===== config.mk =====
export PLATFORM = sky130hd
export DESIGN_NAME = csc_top
export DESIGN_NICKNAME = d
export VERILOG_FILES = /design/src/core/csc_pkg.sv /design/src/core/csc_top.sv
export SDC_FILE = /design/constraint.sdc
export NUM_CORES = 1
export LEC_CHECK = 0
export BUFFER_PORTS_ARGS = -buffer_cell sky130_fd_sc_hd__buf_2
export CORE_MARGIN = 2
export CORE_UTILIZATION = 55
export CTS_CLUSTER_SIZE = 12
export DETAILED_ROUTE_END_ITERATION = 7
export GPL_TIMING_DRIVEN = 0
export PLACE_DENSITY = 0.81
export SYNTH_ARGS = -nofsm -noshare
export SYNTH_HDL_FRONTEND = slang
export SYNTH_SLANG_ARGS = --single-unit
export TNS_END_PERCENT = 10

===== constraint.sdc =====
create_clock -name clk_sys -period 9.4 [get_ports clk_sys]
set_clock_uncertainty 0.05 [all_clocks]
set_input_delay 0.47 -clock clk_sys [delete_from_list [all_inputs] [get_ports clk_sys]]
set_output_delay 0.47 -clock clk_sys [all_outputs]
set_load 0.01 [all_outputs]

===== src/core/csc_pkg.sv =====
// Purpose: Shared constants and types for the charger switch-cycle controller.
// Assumes: 125 MHz system clock; SMBus word protocol on the serial port.
// Notes: Field positions and reset values live here only.
package csc_pkg;
   // ----------------------------------------
   // Serial port
   // ----------------------------------------
   localparam logic [6:0] SLAVE_ADDR = 7'h09;    // Seven-bit bus address.
   localparam logic [7:0] CMD_CHG_AMPS = 8'h14;  // Charge-current word.
   localparam logic [7:0] CMD_CHG_VOLTS = 8'h15; // Charge-voltage word.
   localparam logic [7:0] CMD_ADAPTER = 8'h3F;   // Input-current word.
   localparam logic [7:0] CMD_MAKER = 8'hFE;     // Maker identity word.
   localparam logic [7:0] CMD_PART = 8'hFF;      // Part identity word.
   localparam logic [15:0] RST_CHG_AMPS = 16'h0000;  // Value after reset.
   localparam logic [15:0] RST_CHG_VOLTS = 16'h0000; // Value after reset.
   localparam logic [15:0] RST_ADAPTER = 16'h0080;   // Value after reset.
   localparam logic [3:0] ACK_BIT = 4'h8;        // Bit count of the ninth clock.
   // ----------------------------------------
   // Setting fields
   // ----------------------------------------
   localparam int AMPS_LSB = 7;   // Charge-current field, six bits.
   localparam int VOLTS_LSB = 4;  // Charge-voltage field, eleven bits.
   localparam int ADP_LSB = 7;    // Input-limit field, six bits of 256 mA steps.
   // ----------------------------------------
   // Switching timing
   // ----------------------------------------
   localparam int CLK_MHZ = 125;     // System clock rate.
   localparam int T_OFF_NS = 2500;   // Off-time scale, 2.5 us.
   localparam int T_MIN_NS = 300;    // Off-time floor, 0.3 us.
   localparam logic [8:0] OFF_CYC = 9'(T_OFF_NS * CLK_MHZ / 1000);
   localparam logic [8:0] MIN_CYC = 9'((T_MIN_NS * CLK_MHZ + 999) / 1000);
   localparam logic [6:0] FLOOR_NUM = 7'h58; // 88 of 100: floor ratio.
   localparam logic [6:0] FLOOR_DEN = 7'h64; // Denominator of the ratio.
   // ----------------------------------------
   // Types
   // ----------------------------------------
   typedef struct packed {
      logic min_level;  // Control level above the minimum threshold.
      logic peak;       // Sensed current above the control level.
      logic over_i;     // Overcurrent trip.
      logic zero_x;     // Inductor current below zero-cross threshold.
      logic over_v;     // Output overvoltage.
   } csc_cmp_t;
   typedef enum logic [2:0] {
      PH_IDLE, PH_ADDR, PH_CMD, PH_WLO, PH_WHI, PH_TXLO, PH_TXHI, PH_DONE
   } csc_phase_t;
   typedef enum logic [1:0] {SW_IDLE, SW_ON, SW_OFF} csc_sw_t;
endpackage


===== src/core/csc_top.sv =====
// Purpose: Serial setting port and switching-cycle sequencer of a charger.
// Assumes: SCL, SDA and comparators are asynchronous; voltage codes come
//    from a converter on clk_sys.
// Notes: The bus clock is oversampled; no logic runs on SCL itself.
// Operation
// [RL1] Slave only, answers address 0x09.
// [RL2] Only word write and word read.
// [RL3] Detect start and stop conditions.
// [RL4] SDA changes only while SCL low.
// [RL5] Eight-bit bytes sampled on SCL rise.
// [RL6] Receiver acknowledges in the ninth clock.
// [RL7] Current 0x14, voltage 0x15, reset zero.
// [RL8] Input limit 0x3F, resets to 0x0080.
// [RL9] Identity words 0xFE and 0xFF fixed.
// [RL10] Low control level holds both gates low.
// [RL11] Peak current ends on-time, low side on.
// [RL12] Overcurrent ends on-time, blocks new cycle.
// [RL13] Zero cross turns low side off.
// [RL14] Overvoltage keeps both gates off.
// [RL15] New cycle only with clean comparators.
// [RL16] Off-time scales with voltage ratio, floored.
// [RL17] Nominal 400 kHz in continuous conduction.
// [RL18] Input limit bits 7-12, 256 mA steps.
// [RL19] Zero current or voltage disables charging.
// [RL20] No charging until both words written.
// [RL21] Word low byte first, commit after both.
module csc_top
   import csc_pkg::*;
#(
   parameter int ADC_W = 10,                  // Width of the voltage codes.
   parameter logic [15:0] MAKER_ID = 16'h1234, // Arbitrary value.
   parameter logic [15:0] PART_ID = 16'h0042   // Arbitrary value.
) (
   input wire logic clk_sys,                  // System clock.
   input wire logic rst,                      // Synchronous reset.
   input wire logic ce,                       // Clock enable; low freezes all.
   input wire logic scl_in,                   // Bus clock pin level.
   input wire logic sda_in,                   // Bus data pin level.
   output logic sda_out,                      // Bus data drive level.
   output logic sda_oe,                       // High while pulling SDA.
   input wire csc_cmp_t cmp_in,               // Raw comparator outputs.
   input wire logic [ADC_W-1:0] vin_code,     // Input-side voltage code.
   input wire logic [ADC_W-1:0] vout_code,    // Output-side voltage code.
   output logic high_side_gate,               // High-side switch command.
   output logic low_side_gate,                // Low-side switch command.
   output logic charge_enable,                // Charging permitted.
   output logic [5:0] chg_amps_code,          // Charge-current field.
   output logic [10:0] chg_volts_code,        // Charge-voltage field.
   output logic [13:0] adapter_limit_ma       // Input limit in mA.
);
   // ----------------------------------------
   // Declarations
   // ----------------------------------------
   logic [2:0] scl_q;          // Sync pair plus previous sample.
   logic [2:0] sda_q;          // Sync pair plus previous sample.
   csc_cmp_t cmp_m_q;          // First comparator stage.
   csc_cmp_t cmp_q;            // Second comparator stage.
   logic scl_rise;             // Bus clock rose.
   logic scl_fall;             // Bus clock fell.
   logic bus_start;            // Start or repeated start seen.
   logic bus_stop;             // Stop seen.
   csc_phase_t phase_q;        // Transaction phase.
   logic [3:0] bit_q;          // Bits taken in the current byte.
   logic [7:0] shift_q;        // Receive shifter.
   logic [7:0] tx_q;           // Transmit shifter.
   logic [7:0] cmd_q;          // Command code of this transaction.
   logic [7:0] lo_q;           // Low data byte awaiting its partner.
   logic [15:0] hi_word_q;     // Read word held; its high byte goes out later.
   logic sda_oe_q;             // Data pull-down.
   logic sda_out_q;            // Drive level, always low on an open drain.
   logic [15:0] chg_amps_limit_q;     // Charge-current word.
   logic [15:0] chg_volts_target_q;   // Charge-voltage word.
   logic [15:0] adapter_amps_limit_q; // Input-current word.
   logic amps_wr_q;            // Current word written since reset.
   logic volts_wr_q;           // Voltage word written since reset.
   logic chg_en_q;             // Charging permitted.
   logic wr_strobe;            // A full word arrived this cycle.
   logic [15:0] wr_word;       // The arrived word.
   csc_sw_t sw_q;              // Switching state.
   logic hs_q;                 // High-side command.
   logic ls_q;                 // Low-side command.
   logic [8:0] off_cnt_q;      // Cycles spent in the off-time.
   logic off_done;             // Off-time has run out.
   logic can_start;            // A new cycle may begin.

   // ----------------------------------------
   // Identity lookup
   // ----------------------------------------
   // Returns the read word for a command; every code but the two identity codes reads as zero.
   function automatic logic [15:0] read_word(input logic [7:0] code);
      case (code)
         CMD_MAKER: read_word = MAKER_ID; // [RL9]
         CMD_PART: read_word = PART_ID;   // [RL9]
         default: read_word = 16'h0000;
      endcase
   endfunction

   // ----------------------------------------
   // Input synchronisers
   // ----------------------------------------
   // Two stages per pin; the third SCL and SDA stage only keeps the
   // previous settled value for edge finding.
   always_ff @(posedge clk_sys) begin
      if (rst) begin
         scl_q <= 3'h7;
         sda_q <= 3'h7;
         cmp_m_q <= '0;
         cmp_q <= '0;
      end else if (ce) begin
         scl_q <= {scl_q[1:0], scl_in};
         sda_q <= {sda_q[1:0], sda_in};
         cmp_m_q <= cmp_in;
         cmp_q <= cmp_m_q;
      end
   end

   // Edges are judged on settled stages only.
   assign scl_rise = scl_q[1] & ~scl_q[2]; // [RL5]
   assign scl_fall = ~scl_q[1] & scl_q[2];
   // SDA moving while SCL is high marks the frame ends.
   assign bus_start = scl_q[1] & scl_q[2] & sda_q[2] & ~sda_q[1]; // [RL3]
   assign bus_stop = scl_q[1] & scl_q[2] & ~sda_q[2] & sda_q[1];  // [RL3]

   // ----------------------------------------
   // Bus byte engine
   // ----------------------------------------
   // The slave never starts traffic; it only answers inside a frame
   // that the master opened. All SDA changes happen on SCL falls.
   always_ff @(posedge clk_sys) begin
      if (rst) begin
         phase_q <= PH_IDLE;
         bit_q <= 4'h0;
         shift_q <= 8'h00;
         tx_q <= 8'h00;
         cmd_q <= 8'h00;
         lo_q <= 8'h00;
         hi_word_q <= 16'h0000;
         sda_oe_q <= 1'b0;
      end else if (ce) begin
         if (bus_stop) begin
            // Frame closed: release the line at once.
            phase_q <= PH_IDLE; // [RL3]
            sda_oe_q <= 1'b0;
         end else if (bus_start) begin
            // A repeated start restarts the address byte.
            phase_q <= PH_ADDR; // [RL3]
            bit_q <= 4'h0;
            sda_oe_q <= 1'b0;
         end else if (phase_q != PH_IDLE && scl_rise) begin
            if (bit_q != ACK_BIT) begin
               // Data bit sampled on the rising clock.
               shift_q <= {shift_q[6:0], sda_q[1]}; // [RL5]
               bit_q <= bit_q + 4'h1;
            end else begin
               bit_q <= 4'h0;
               // In the address acknowledge the slave itself holds SDA low,
               // so only a released line marks the master's answer.
               if (phase_q == PH_TXLO && !sda_oe_q) begin
                  // Master acknowledged the low byte: send the high one.
                  if (!sda_q[1]) begin
                     phase_q <= PH_TXHI; // [RL21]
                     tx_q <= hi_word_q[15:8];
                  end else begin
                     phase_q <= PH_DONE;
                  end
               end else if (phase_q == PH_TXHI) begin
                  // The word is done whatever the master answered.
                  phase_q <= PH_DONE;
               end
            end
         end else if (phase_q != PH_IDLE && scl_fall) begin
            if (bit_q == ACK_BIT) begin
               // Byte complete: decide the ninth-clock answer.
               sda_oe_q <= 1'b0;
               case (phase_q)
                  PH_ADDR: begin
                     if (shift_q[7:1] == SLAVE_ADDR) begin // [RL1]
                        sda_oe_q <= 1'b1; // [RL6]
                        if (shift_q[0]) begin
                           // Read word: answer for the command held.
                           phase_q <= PH_TXLO; // [RL2]
                           tx_q <= 8'(read_word(cmd_q));
                           hi_word_q <= read_word(cmd_q);
                        end else begin
                           phase_q <= PH_CMD;
                        end
                     end else begin
                        // Another slave's frame; stay silent.
                        phase_q <= PH_IDLE;
                     end
                  end
                  PH_CMD: begin
                     cmd_q <= shift_q;
                     sda_oe_q <= 1'b1; // [RL6]
                     phase_q <= PH_WLO;
                  end
                  PH_WLO: begin
                     lo_q <= shift_q; // [RL21]
                     sda_oe_q <= 1'b1; // [RL6]
                     phase_q <= PH_WHI;
                  end
                  PH_WHI: begin
                     sda_oe_q <= 1'b1; // [RL6]
                     phase_q <= PH_DONE;
                  end
                  // Transmit phases release for the master's answer;
                  // extra bytes are not acknowledged.
                  default: sda_oe_q <= 1'b0;
               endcase
            end else if (phase_q == PH_TXLO || phase_q == PH_TXHI) begin
               // Next data bit goes out while SCL is low.
               sda_oe_q <= ~tx_q[7]; // [RL4]
               tx_q <= {tx_q[6:0], 1'b0};
            end else begin
               // Receiving: drop any acknowledge after the ninth clock.
               sda_oe_q <= 1'b0; // [RL4]
            end
         end
      end
   end

   // The word commits only once its high byte has landed.
   assign wr_strobe = ce && scl_fall && bit_q == ACK_BIT && phase_q == PH_WHI; // [RL21]
   assign wr_word = {shift_q, lo_q};

   // ----------------------------------------
   // Setting registers
   // ----------------------------------------
   // Write-only words; the identity words are constants and cannot be
   // written, so writes to other codes are simply dropped.
   always_ff @(posedge clk_sys) begin
      if (rst) begin
         chg_amps_limit_q <= RST_CHG_AMPS;     // [RL7]
         chg_volts_target_q <= RST_CHG_VOLTS;  // [RL7]
         adapter_amps_limit_q <= RST_ADAPTER;  // [RL8]
         amps_wr_q <= 1'b0;
         volts_wr_q <= 1'b0;
         sda_out_q <= 1'b0;
      end else if (wr_strobe) begin
         case (cmd_q)
            CMD_CHG_AMPS: begin
               chg_amps_limit_q <= wr_word; // [RL7]
               amps_wr_q <= 1'b1;           // [RL20]
            end
            CMD_CHG_VOLTS: begin
               chg_volts_target_q <= wr_word; // [RL7]
               volts_wr_q <= 1'b1;            // [RL20]
            end
            CMD_ADAPTER: adapter_amps_limit_q <= wr_word; // [RL8]
            default: sda_out_q <= 1'b0;
         endcase
      end
   end

   // Charging waits for both words and stops if either is zero.
   always_ff @(posedge clk_sys) begin
      if (rst) begin
         chg_en_q <= 1'b0;
      end else if (ce) begin
         chg_en_q <= amps_wr_q && volts_wr_q      // [RL20]
            && chg_amps_limit_q != 16'h0000       // [RL19]
            && chg_volts_target_q != 16'h0000;    // [RL19]
      end
   end

   // ----------------------------------------
   // Off-time timer
   // ----------------------------------------
   // The ratio is tested by cross multiplication rather than division:
   // count * vin >= OFF_CYC * (vin - vout). At a 0.88 ratio or above the
   // floor alone decides, which gives the minimum off-time.
   always_comb begin
      logic [ADC_W-1:0] diff;
      logic [ADC_W+8:0] lhs;
      logic [ADC_W+8:0] rhs;
      logic floor_mode;
      diff = (vin_code > vout_code) ? vin_code - vout_code : '0;
      lhs = off_cnt_q * vin_code;
      rhs = OFF_CYC * diff; // [RL17]
      floor_mode = ((ADC_W+7)'(FLOOR_DEN) * vout_code) >= ((ADC_W+7)'(FLOOR_NUM) * vin_code);
      off_done = off_cnt_q >= MIN_CYC && (floor_mode || lhs >= rhs); // [RL16]
   end

   // New cycles need a clean set of comparators and permission.
   assign can_start = chg_en_q && cmp_q.min_level && !cmp_q.over_i
      && !cmp_q.over_v; // [RL15]

   // ----------------------------------------
   // Switching sequencer
   // ----------------------------------------
   // Gates come from registers so a single faulted cycle cannot glitch
   // both switches on; they are never set together.
   always_ff @(posedge clk_sys) begin
      if (rst) begin
         sw_q <= SW_IDLE;
         hs_q <= 1'b0;
         ls_q <= 1'b0;
         off_cnt_q <= 9'h000;
      end else if (ce) begin
         case (sw_q)
            SW_IDLE: begin
               hs_q <= 1'b0;
               ls_q <= 1'b0;
               if (can_start) begin
                  sw_q <= SW_ON; // [RL15]
                  hs_q <= 1'b1;
               end
            end
            SW_ON: begin
               if (!cmp_q.min_level || cmp_q.over_v || !chg_en_q) begin
                  // Low level or overvoltage: both gates off.
                  sw_q <= SW_IDLE; // [RL10] [RL14]
                  hs_q <= 1'b0;
                  ls_q <= 1'b0;
               end else if (cmp_q.peak || cmp_q.over_i) begin
                  // End on-time and start the off-time.
                  sw_q <= SW_OFF; // [RL11] [RL12]
                  hs_q <= 1'b0;
                  ls_q <= ~cmp_q.zero_x;
                  off_cnt_q <= 9'h001;
               end
            end
            SW_OFF: begin
               if (off_cnt_q != 9'h1FF) begin
                  off_cnt_q <= off_cnt_q + 9'h001;
               end
               if (!cmp_q.min_level || cmp_q.over_v) begin
                  ls_q <= 1'b0; // [RL10] [RL14]
               end else if (cmp_q.zero_x) begin
                  // Stays off until the next cycle.
                  ls_q <= 1'b0; // [RL13]
               end
               if (off_done) begin
                  sw_q <= SW_IDLE;
                  ls_q <= 1'b0;
               end
            end
            default: begin
               sw_q <= SW_IDLE;
               hs_q <= 1'b0;
               ls_q <= 1'b0;
            end
         endcase
      end
   end

   // ----------------------------------------
   // Outputs
   // ----------------------------------------
   assign sda_oe = sda_oe_q;
   assign sda_out = sda_out_q;
   assign high_side_gate = hs_q;
   assign low_side_gate = ls_q;
   assign charge_enable = chg_en_q;
   assign chg_amps_code = chg_amps_limit_q[AMPS_LSB+:6];
   assign chg_volts_code = chg_volts_target_q[VOLTS_LSB+:11];
   // Each count of the field adds one 256 mA step.
   assign adapter_limit_ma = {adapter_amps_limit_q[ADP_LSB+:6], 8'h00}; // [RL18]
endmodule


### After elaboration in Yosys (flattened, before gate mapping)

Cells that the tools add are included.

| word-level totals | value |
|---|---|
| register bits after elaboration | 133 |
| bits of input ports | 30 |
| output and inout bits | 36 |

| cells by class | value |
|---|---|
| bitwise logic cells | 17 |
| eq/ne operators | 33 |
| add/sub/neg operators | 3 |
| reduce and logical (&&, ||, !) cells | 51 |
| order comparisons | 4 |
| multiplexer cells | 54 |
| $mul | 4 |

Operators by type and width:

| kind | number |
|---|---|
| $mux 8 | 10 |
| $reduce_bool 16->1 | 2 |
| $mux 3 | 10 |
| $mux 9 | 3 |
| $pmux 13 s2 | 1 |
| $ge 19x19->1 | 1 |
| $mul 9x10->19 | 1 |
| $pmux 9 s2 | 1 |
| $ge 17x17->1 | 1 |
| $eq 8x5->1 const B | 2 |
| $eq 8x8->1 const B | 2 |
| $mul 6x10->16 const A | 1 |
| $mux 1 | 16 |
| $mul 5x10->15 const A | 1 |
| $mul 4x10->14 const A | 1 |
| $ne 2x2->1 const B | 7 |
| $reduce_and 7->1 | 2 |
| $logic_and 1x1->1 | 13 |
| $mux 4 | 3 |
| $ne 3x3->1 const B | 4 |
| $ne 4x4->1 const B | 3 |
| $pmux 3 s4 | 1 |
| $reduce_and 3->1 | 4 |
| $reduce_and 11->1 | 1 |
| other kinds (37) | 75 |

### Longest topological paths before layout

Gate-level depths: netlist of the first run.

| logic depth | value |
|---|---|
| depth after elaboration | 8 |
| gate-level depth with buffers | 32 |

### Worst setup path after synthesis of the first run

No wires, ideal clock.

| timing | value |
|---|---|
| path kind | in2reg |
| start | in vin_code[0] |
| end | reg ls_q (netlist: low_side_gate) |
| path slack | 3217 ps |
| required time | 9229 ps |
| arrival time | 6013 ps |
| stages | 29 |
| path through | inv_1 ha_1 inv_1 fa_1 nand3_1 a21oi_1 or3_1 xnor2_1 nor2_1 fa_1 ha_1 inv_1 fa_1 inv_1 ha_1 and2_1 a311oi_1 a21oi_1 nand4_1 o21ai_0 or3_1 ha_1 nand4_1 nand3_1 a21oi_1 o211ai_1 o21bai_1 a21oi_1 mux2_2 |

| on the way | value |
|---|---|
| cells in the longest elaborated chain, start to end | 8 |

Ends and longest elaborated chain:

| what | line | text |
|---|---|---|
| start: declaration | csc_top.sv:42 | `input wire logic [ADC_W-1:0] vin_code,` |
| $sub 10x10->10 / $gt 10x10->1 (equally long branches) | csc_top.sv:277 | `diff = (vin_code > vout_code) ? vin_code - vout_code : '0;` |
| $mux 10 | csc_top.sv:277 |  |
| $mul 6x10->16 | csc_top.sv:279 | `rhs = OFF_CYC * diff;` |
| $ge 19x19->1 | csc_top.sv:281 | `off_done = off_cnt_q >= MIN_CYC && (floor_mode \|\| lhs >= rhs);` |
| $logic_or 1x1->1 * | csc_top.sv:281 |  |
| $logic_and 1x1->1 * | csc_top.sv:281 |  |
| $ne 4x4->1 (no line) / $mux 1 (equally long branches) | n/a |  |
| $reduce_and 3->1 (no line) / $pmux 1 s2 (equally long branches) | n/a |  |
| end signal: assignment | csc_top.sv:319 | `ls_q <= ~cmp_q.zero_x;` |
| end: declaration | csc_top.sv:81 | `logic ls_q;` |

Mark *: on every way between the ends. The rest lies on a longest branch, timed or not.
A chain may end at the register's enable or synchronous reset.

### Final worst setup path of the first run

Ends and elaborated chain as after synthesis.

==> results.cfg, run 1 <==
[outcome]
outcome = finished, final reports clean

[yosys]
yosys.area.top_type = dfxtp_1
syn_avg_cell_area_um2 = 8.52
netlist.area_leader.share = 0.188
syn_inst = 1373
synthDistinctLibCells = 75
synth_seq_area_share = 0.188
synthFlopType = dfxtp_1
synth-edff-count = 0
synth_area_leaders = dfxtp_1, ha_1, fa_1, inv_1, mux2i_1
ys.warnings.count = 0
ys_async_sr_fraction = 0
ys_ff_latch = 110
synth_area_um2 = 11700

[layout]
finalNetCount = 1729
fin_util = 0.604
mostFrequentLayoutCells = inv_1, ha_1, nor2_1, dfxtp_1, nand2_1
final_common_cell = inv_1
drive_above_1_share = 0.0862
areaGrowthSynthToFinish_pct = 8.11

[sta]
setup_viol = 0
min_period_over_period = 0.748
relSlewSlack = 0.570
fin_hold_ws_ns = 0.283
fin_tns_setup_ns = 0
max_freq_ghz = 0.142
hold_viol = 0
slew_violations = 0
fin_crit_ns = 7.03
worst_slew_pin_slew_ns = 0.628
rsz0062_at_grt = false

[power_and_ir_drop]
power_frac_seq = 0.315
internal-power_w = 0.000959
pwr-share-clk = 0.259
power.density_nw_per_um2 = 119
ir_worst_vdd_uv = 156
combPwrFrac = 0.426
p_sw_frac = 0.360
p_sw_w = 0.000541
p_leak_nw = 6.45

[global_routing]
overflow = 0
grt_start_max_net_pins = 19
grt_pass1_wl_mm = 42.1
grt_pass1_vias = 9281
antenna_found_initial = 1
grtUsageTotal = 0.227

[detailed_routing]
drt_iter0_markers = 383
avgRoutedWirePerCell_um = 14.5
vias_per_cell = 5.41
drc = 0
antenna_left = 0
first_pass_iters = 5
num_vias = 9342
drt-total-wl_mm = 24.9

[die]
io_pins = 66
row_count = 53
dieArea_um2 = 22500
die_h_um = 150
die_x_um = 150
core_area_um2 = 21000
initial_core_util = 0.559

[setup_path]
critical_path_class = in2reg
r2r_cells = 25
crit_fanout = 11
cp_slowest_cell = fa_1
start_kind = primary input
end_kind = flip-flop
critical_path_arrival_ns = 7.22
crit_required_ns = 9.58
cpPeakStageDelay_ns = 0.51

[placed_design]
dpl.hpwl_mm = 20.2
port_buffers = 54
gp_congestion = 0.873

[clock_network]
htree_levels = 3
cts.sinks = 110
post_cts_buffers = 0
hold_buffers = 0
ctsResizeCount = 0
tritoncts = done
insertion_delay_ns = 0.34
cts_made_buffers = 9
clk_pin_slew_ns = 0.07
cts_root_buf = clkbuf_16
clockBufferDepth = 2

[flow_run]
drv_cap = 0

[min_path]
hp-class = in2reg
hold-path-cell-count = 2
## power groups by stage
stage / clock network, W / registers, W / logic (W)
global route: 0.000409 / 0.000474 / 0.000737
global placement: 0 / 0.000484 / 0.000604
floorplan: 0 / 0.000483 / 0.000497
detailed placement: 0 / 0.000484 / 0.000633
finish: 0.000388 / 0.000473 / 0.000638
CTS: 0.000393 / 0.000473 / 0.000639
## metal layers
| metal | up-vias | global-route usage | share of wire |
|---|---|---|---|
| met1 | 4427 | 0.292 | 0.45 |
| met3 | 36 | 0.0274 | 0.046 |
| met2 | 210 | 0.403 | 0.49 |
| met5 | - | 0 | 0 |
| li1 | 4669 | - | - |
| met4 | 0 | 0.0599 | 0.019 |
## synthesized netlist by cell type, types with 19 or more instances
cell type	n
inv_1	211
ha_1	168
nor2_1	133
dfxtp_1	110
nand2_1	104
fa_1	85
mux2i_1	77
a21oi_1	48
and2_1	42
clkbuf_1	36
o21ai_0	32
xnor2_1	31
buf_4	28
nor2b_1	27
a21o_1	19
nand3_1	19
xor2_1	19
## critical path, delay by kind of cell
| kind | cells | cell delay (ns) |
|---|---|---|
| adder cells (fa/ha/maj) | 7 | 2.52 |
| AO/OA/AOI/OAI | 10 | 1.90 |
| AND/OR/NAND/NOR | 7 | 1.39 |
| buffers and inverters | 5 | 0.65 |
| multiplexers | 1 | 0.28 |
## area by class of cell
class	count	area (um^2)
Tap cell	275	344
Sequential cell	110	2200
Timing Repair Buffer	54	270
Fill cell	1805	8300
Multi-Input combinational cell	985	8330
Antenna cell	1	2.50
Clock buffer	10	239
Inverter	211	792
Buffer	75	410
Clock inverter	5	63.8
## through the flow
| step | cells | power [W] | instance area [um^2] | setup slack, ns |
|---|---|---|---|---|
| floorplan | 1381 | 0.000980 | 11700 | 3.22 |
| global placement | 1710 | 0.00109 | 12300 | 2.23 |
| detailed placement | 1710 | 0.00112 | 12300 | 2.09 |
| CTS | 1725 | 0.00150 | 12700 | 2.42 |
| global route | 1725 | 0.00162 | 12700 | 1.97 |
| finish | 1726 | 0.00150 | 12700 | 2.37 |
## state kept, by name, summed over array words and instances, names as in the netlist, 2 cells and up
register / cells
chg_amps_limit_q: 16
sw_q: 2
cmp_q: 5
cmp_m_q: 5
sda_q: 3
lo_q: 8
cmd_q: 8
phase_q: 3
scl_q: 3
tx_q: 7
bit_q: 4
adapter_amps_limit_q: 6
off_cnt_q: 9
shift_q: 8
chg_volts_target_q: 16
## worst paths after layout
| kind | startpoint | end | slack, ns |
|---|---|---|---|
| worst max-delay path | vin_code[0] | low_side_gate$_SDFFE_PP0P_ | 2.37 |
| worst max register to register | off_cnt_q[0]$_SDFFE_PP0P_ | low_side_gate$_SDFFE_PP0P_ | 2.63 |
| worst min register to register | volts_wr_q$_SDFFE_PP0P_ | volts_wr_q$_SDFFE_PP0P_ | 0.40 |
| worst min-delay path | scl_in | scl_q[0]$_SDFFE_PP1P_ | 0.28 |
## logic make-up (layout without fill, tap and decap cells)
family / Yosys count / in the layout / share of synthesized area
muxes: 79 / 79 / 0.0678
adders and majority gates: 253 / 253 / 0.325
DFF: 110 / 110 / 0.188
and+or+nand+nor: 413 / 413 / 0.174
other: 1 / 10 / 0.000320
buffers and inverters: 286 / 355 / 0.103
xor gates and xnor gates: 50 / 50 / 0.0374
AOI/OAI and AO/OA: 181 / 181 / 0.104
Note: power is estimated with default switching activity, not from simulation.
==> inputs of run 2 (changes only) <==
- ABC_AREA: unset -> 1
- clock period: 9.4 -> 6.8 ns (I/O delays scaled with it)
==> run 2 against run 1 <==
Clock power rose by 38%; critical path depth rose by 3; die area rose by 0.88%; utilization rose by 0.48 points; sequential cell count did not move; hold slack got worse by 0.13 ns; routed wire length rose by 4.5%; sequential share of layout area fell by 0.19 points; via count rose by 10%; synthesized cell count rose by 18%; register-to-register slack got worse by 2.1 ns; largest power group unchanged.
==> results.cfg, run 2 <==
[outcome]
outcome = finished, final reports clean

[layout]
areaGrowthSynthToFinish_pct = 8.34
finalInstanceArea_um2 = 12800
finalNetCount = 1980
drive_above_1_share = 0.0788
final_common_cell = inv_1
top_regs = chg_amps_limit_q x16, chg_volts_target_q x16, off_cnt_q x9
fin_util = 0.609
fill_cells = 1895
finalNonFillerCells = 1976
mostFrequentLayoutCells = inv_1, nand2_1, ha_1, a21oi_1, dfxtp_1
antenna_cells = 0

[yosys]
post-synth-top-count-cell = inv_1
synth_commonest_cells = inv_1, nand2_1, ha_1, a21oi_1, dfxtp_1
synthDistinctLibCells = 41
synth_seq_area_share = 0.186
ys_ff_latch = 110
syn_inst = 1622
yosys.area.top_type = dfxtp_1
syn_avg_cell_area_um2 = 7.28
synthFlopType = dfxtp_1
ys.warnings.count = 0
synth_area_leaders = dfxtp_1, ha_1, fa_1, inv_1, nand2_1
ys_async_sr_fraction = 0
netlist.area_leader.share = 0.186
synth_area_um2 = 11800
synth-edff-count = 0

[die]
row_count = 53
io_pins = 66
die_x_um = 151
core_area_um2 = 21000
initial_core_util = 0.562
dieArea_um2 = 22700
die_h_um = 151

[sta]
hold_viol = 0
relSlewSlack = 0.587
min_period_over_period = 0.916
setup_viol = 0
fin_crit_ns = 6.23
worst_slew_pin_slew_ns = 0.620
slew_violations = 0
rsz0062_at_grt = false
max_freq_ghz = 0.161
fin_hold_ws_ns = 0.154
fin_tns_setup_ns = 0

[placed_design]
dp_cells = 1961
port_buffers = 56
placed_cell_area_um2 = 12500
dpl.hpwl_mm = 21.4
gp_congestion = 0.937

[setup_path]
cp_common_cell = nand2_1
cpPeakStageDelay_ns = 0.55
rrSetupSlack_ns = 0.57
r2r_cells = 33
r2r-end = sw_q[1]$_SDFFE_PP0P_
critical_path_arrival_ns = 6.46
crit_fanout = 10
cp_slowest_cell = fa_1
crit_required_ns = 7.03
critPathBufInv = 7
timing.rr.start = off_cnt_q[0]$_SDFFE_PP0P_
crit_family = adder cells
start_kind = flip-flop
end_kind = flip-flop
critical_path_class = reg2reg

[min_path]
hp-class = in2reg
hold-path-cell-count = 3
hold_start = sda_in
holdPathEnd = sda_q[0]$_SDFFE_PP1P_

[power_and_ir_drop]
ir_worst_vdd_uv = 201
power.density_nw_per_um2 = 169
p_leak_nw = 6.89

[detailed_routing]
avgRoutedWirePerCell_um = 13.2
drc = 0
drt_iter0_markers = 428
vias_per_cell = 5.22
first_pass_iters = 5
antenna_left = 0
num_vias = 10300
drt-total-wl_mm = 26.1

[global_routing]
grt_pass1_wl_mm = 44.6
antenna_found_initial = 0
overflow = 0
grt_start_max_net_pins = 20
grtUsageTotal = 0.237
grt_pass1_vias = 10100

[clock_network]
insertion_delay_ns = 0.35
hold_buffers = 0
clockBufferDepth = 2
cts.sinks = 110
tritoncts = done
clk_pin_slew_ns = 0.07
cts_made_buffers = 9
htree_levels = 3
cts_root_buf = clkbuf_16

[flow_run]
drv_cap = 0
-- run 2: cell types whose count changed in the layout (fill, tap and decap cells not counted), sizes merged, moves of 11 or more --
cell    previous run  this run
and2              42         1
o21ai             36       104
nor2b             27         0
nor2             133       115
nand2            104       259
xnor2             31        18
a21oi             50       153
nand3             20        55
a21o              19         6
nand2b            11         0
inv              214       376
mux2i             77         0
xor2              19        34
-- run 2: how the worst max path moves through the flow --
stage | startpoint | endpoint | slack (ns) | depth (start not counted)
2_1_floorplan | vin_code[0] | low_side_gate$_SDFFE_PP0P_ | 0.71 | 43
3_3_place_gp | vin_code[0] | sw_q[1]$_SDFFE_PP0P_ | -0.39 | 46
3_5_place_dp | vin_code[0] | sw_q[1]$_SDFFE_PP0P_ | -0.53 | 46
4_1_cts | vin_code[0] | low_side_gate$_SDFFE_PP0P_ | 0.15 | 43
5_1_grt | vin_code[0] | sw_q[1]$_SDFFE_PP0P_ | 0.03 | 45
6_report | off_cnt_q[0]$_SDFFE_PP0P_ | sw_q[1]$_SDFFE_PP0P_ | 0.57 | 33
-- run 2: per-stage QoR --
step / worst slack (ns) / total power (W)
4_1_cts: 0.149 / 0.00216
5_1_grt: 0.0344 / 0.00236
3_3_place_gp: -0.388 / 0.00159
6_report: 0.572 / 0.00217
3_5_place_dp: -0.530 / 0.00163
2_1_floorplan: 0.706 / 0.00143
-- run 2: tightest hold or removal path, stage by stage --
cell and delay, ns:
buf_2 0.07, nand2_1 0.04, nand3_1 0.06
-- run 2: cell families (layout without fill, tap and decap cells) --
group                    after synthesis  count (layout)  share of synthesized area
buffers and inverters                445             516                      0.153
flip-flops                           110             110                      0.186
AO/OA/AOI/OAI                        286             286                      0.127
adder cells (fa/ha/maj)              253             253                      0.322
other                                  1               9                   0.000318
AND/OR/NAND/NOR                      475             475                      0.172
XOR/XNOR                              52              52                     0.0386
-- run 2: power breakdown --
| group | switching, W | internal [W] |
|---|---|---|
| clock | 0.000246 | 0.000291 |
| sequential | 0.00000621 | 0.000652 |
| combinational | 0.000593 | 0.000380 |
| total | 0.000846 | 0.00132 |
-- run 2: layer usage --
layer / part of all wire / vias to the layer above / global-route usage
li1: - / 5209 / -
met1: 0.45 / 4828 / 0.313
met2: 0.49 / 244 / 0.422
met3: 0.040 / 37 / 0.0206
met4: 0.014 / 0 / 0.0509
met5: 0 / - / 0
-- run 2: cell type report --
type | count | area (um^2) | share of cell area
Timing Repair Buffer | 57 | 294 | 0.0230
Clock buffer | 9 | 225 | 0.0176
Multi-Input combinational cell | 1075 | 7850 | 0.614
Sequential cell | 110 | 2200 | 0.172
Inverter | 373 | 1400 | 0.110
Buffer | 71 | 397 | 0.0310
Clock inverter | 6 | 76.3 | 0.00597
Tap cell | 275 | 344 | 0.0269
-- run 2: timing repair --
item / CTS / global route
resized for setup: 0 / 10
endpoints found under the setup margin: 3 / 3
cloned: 0 / 0
setup buffers: 0 / 1
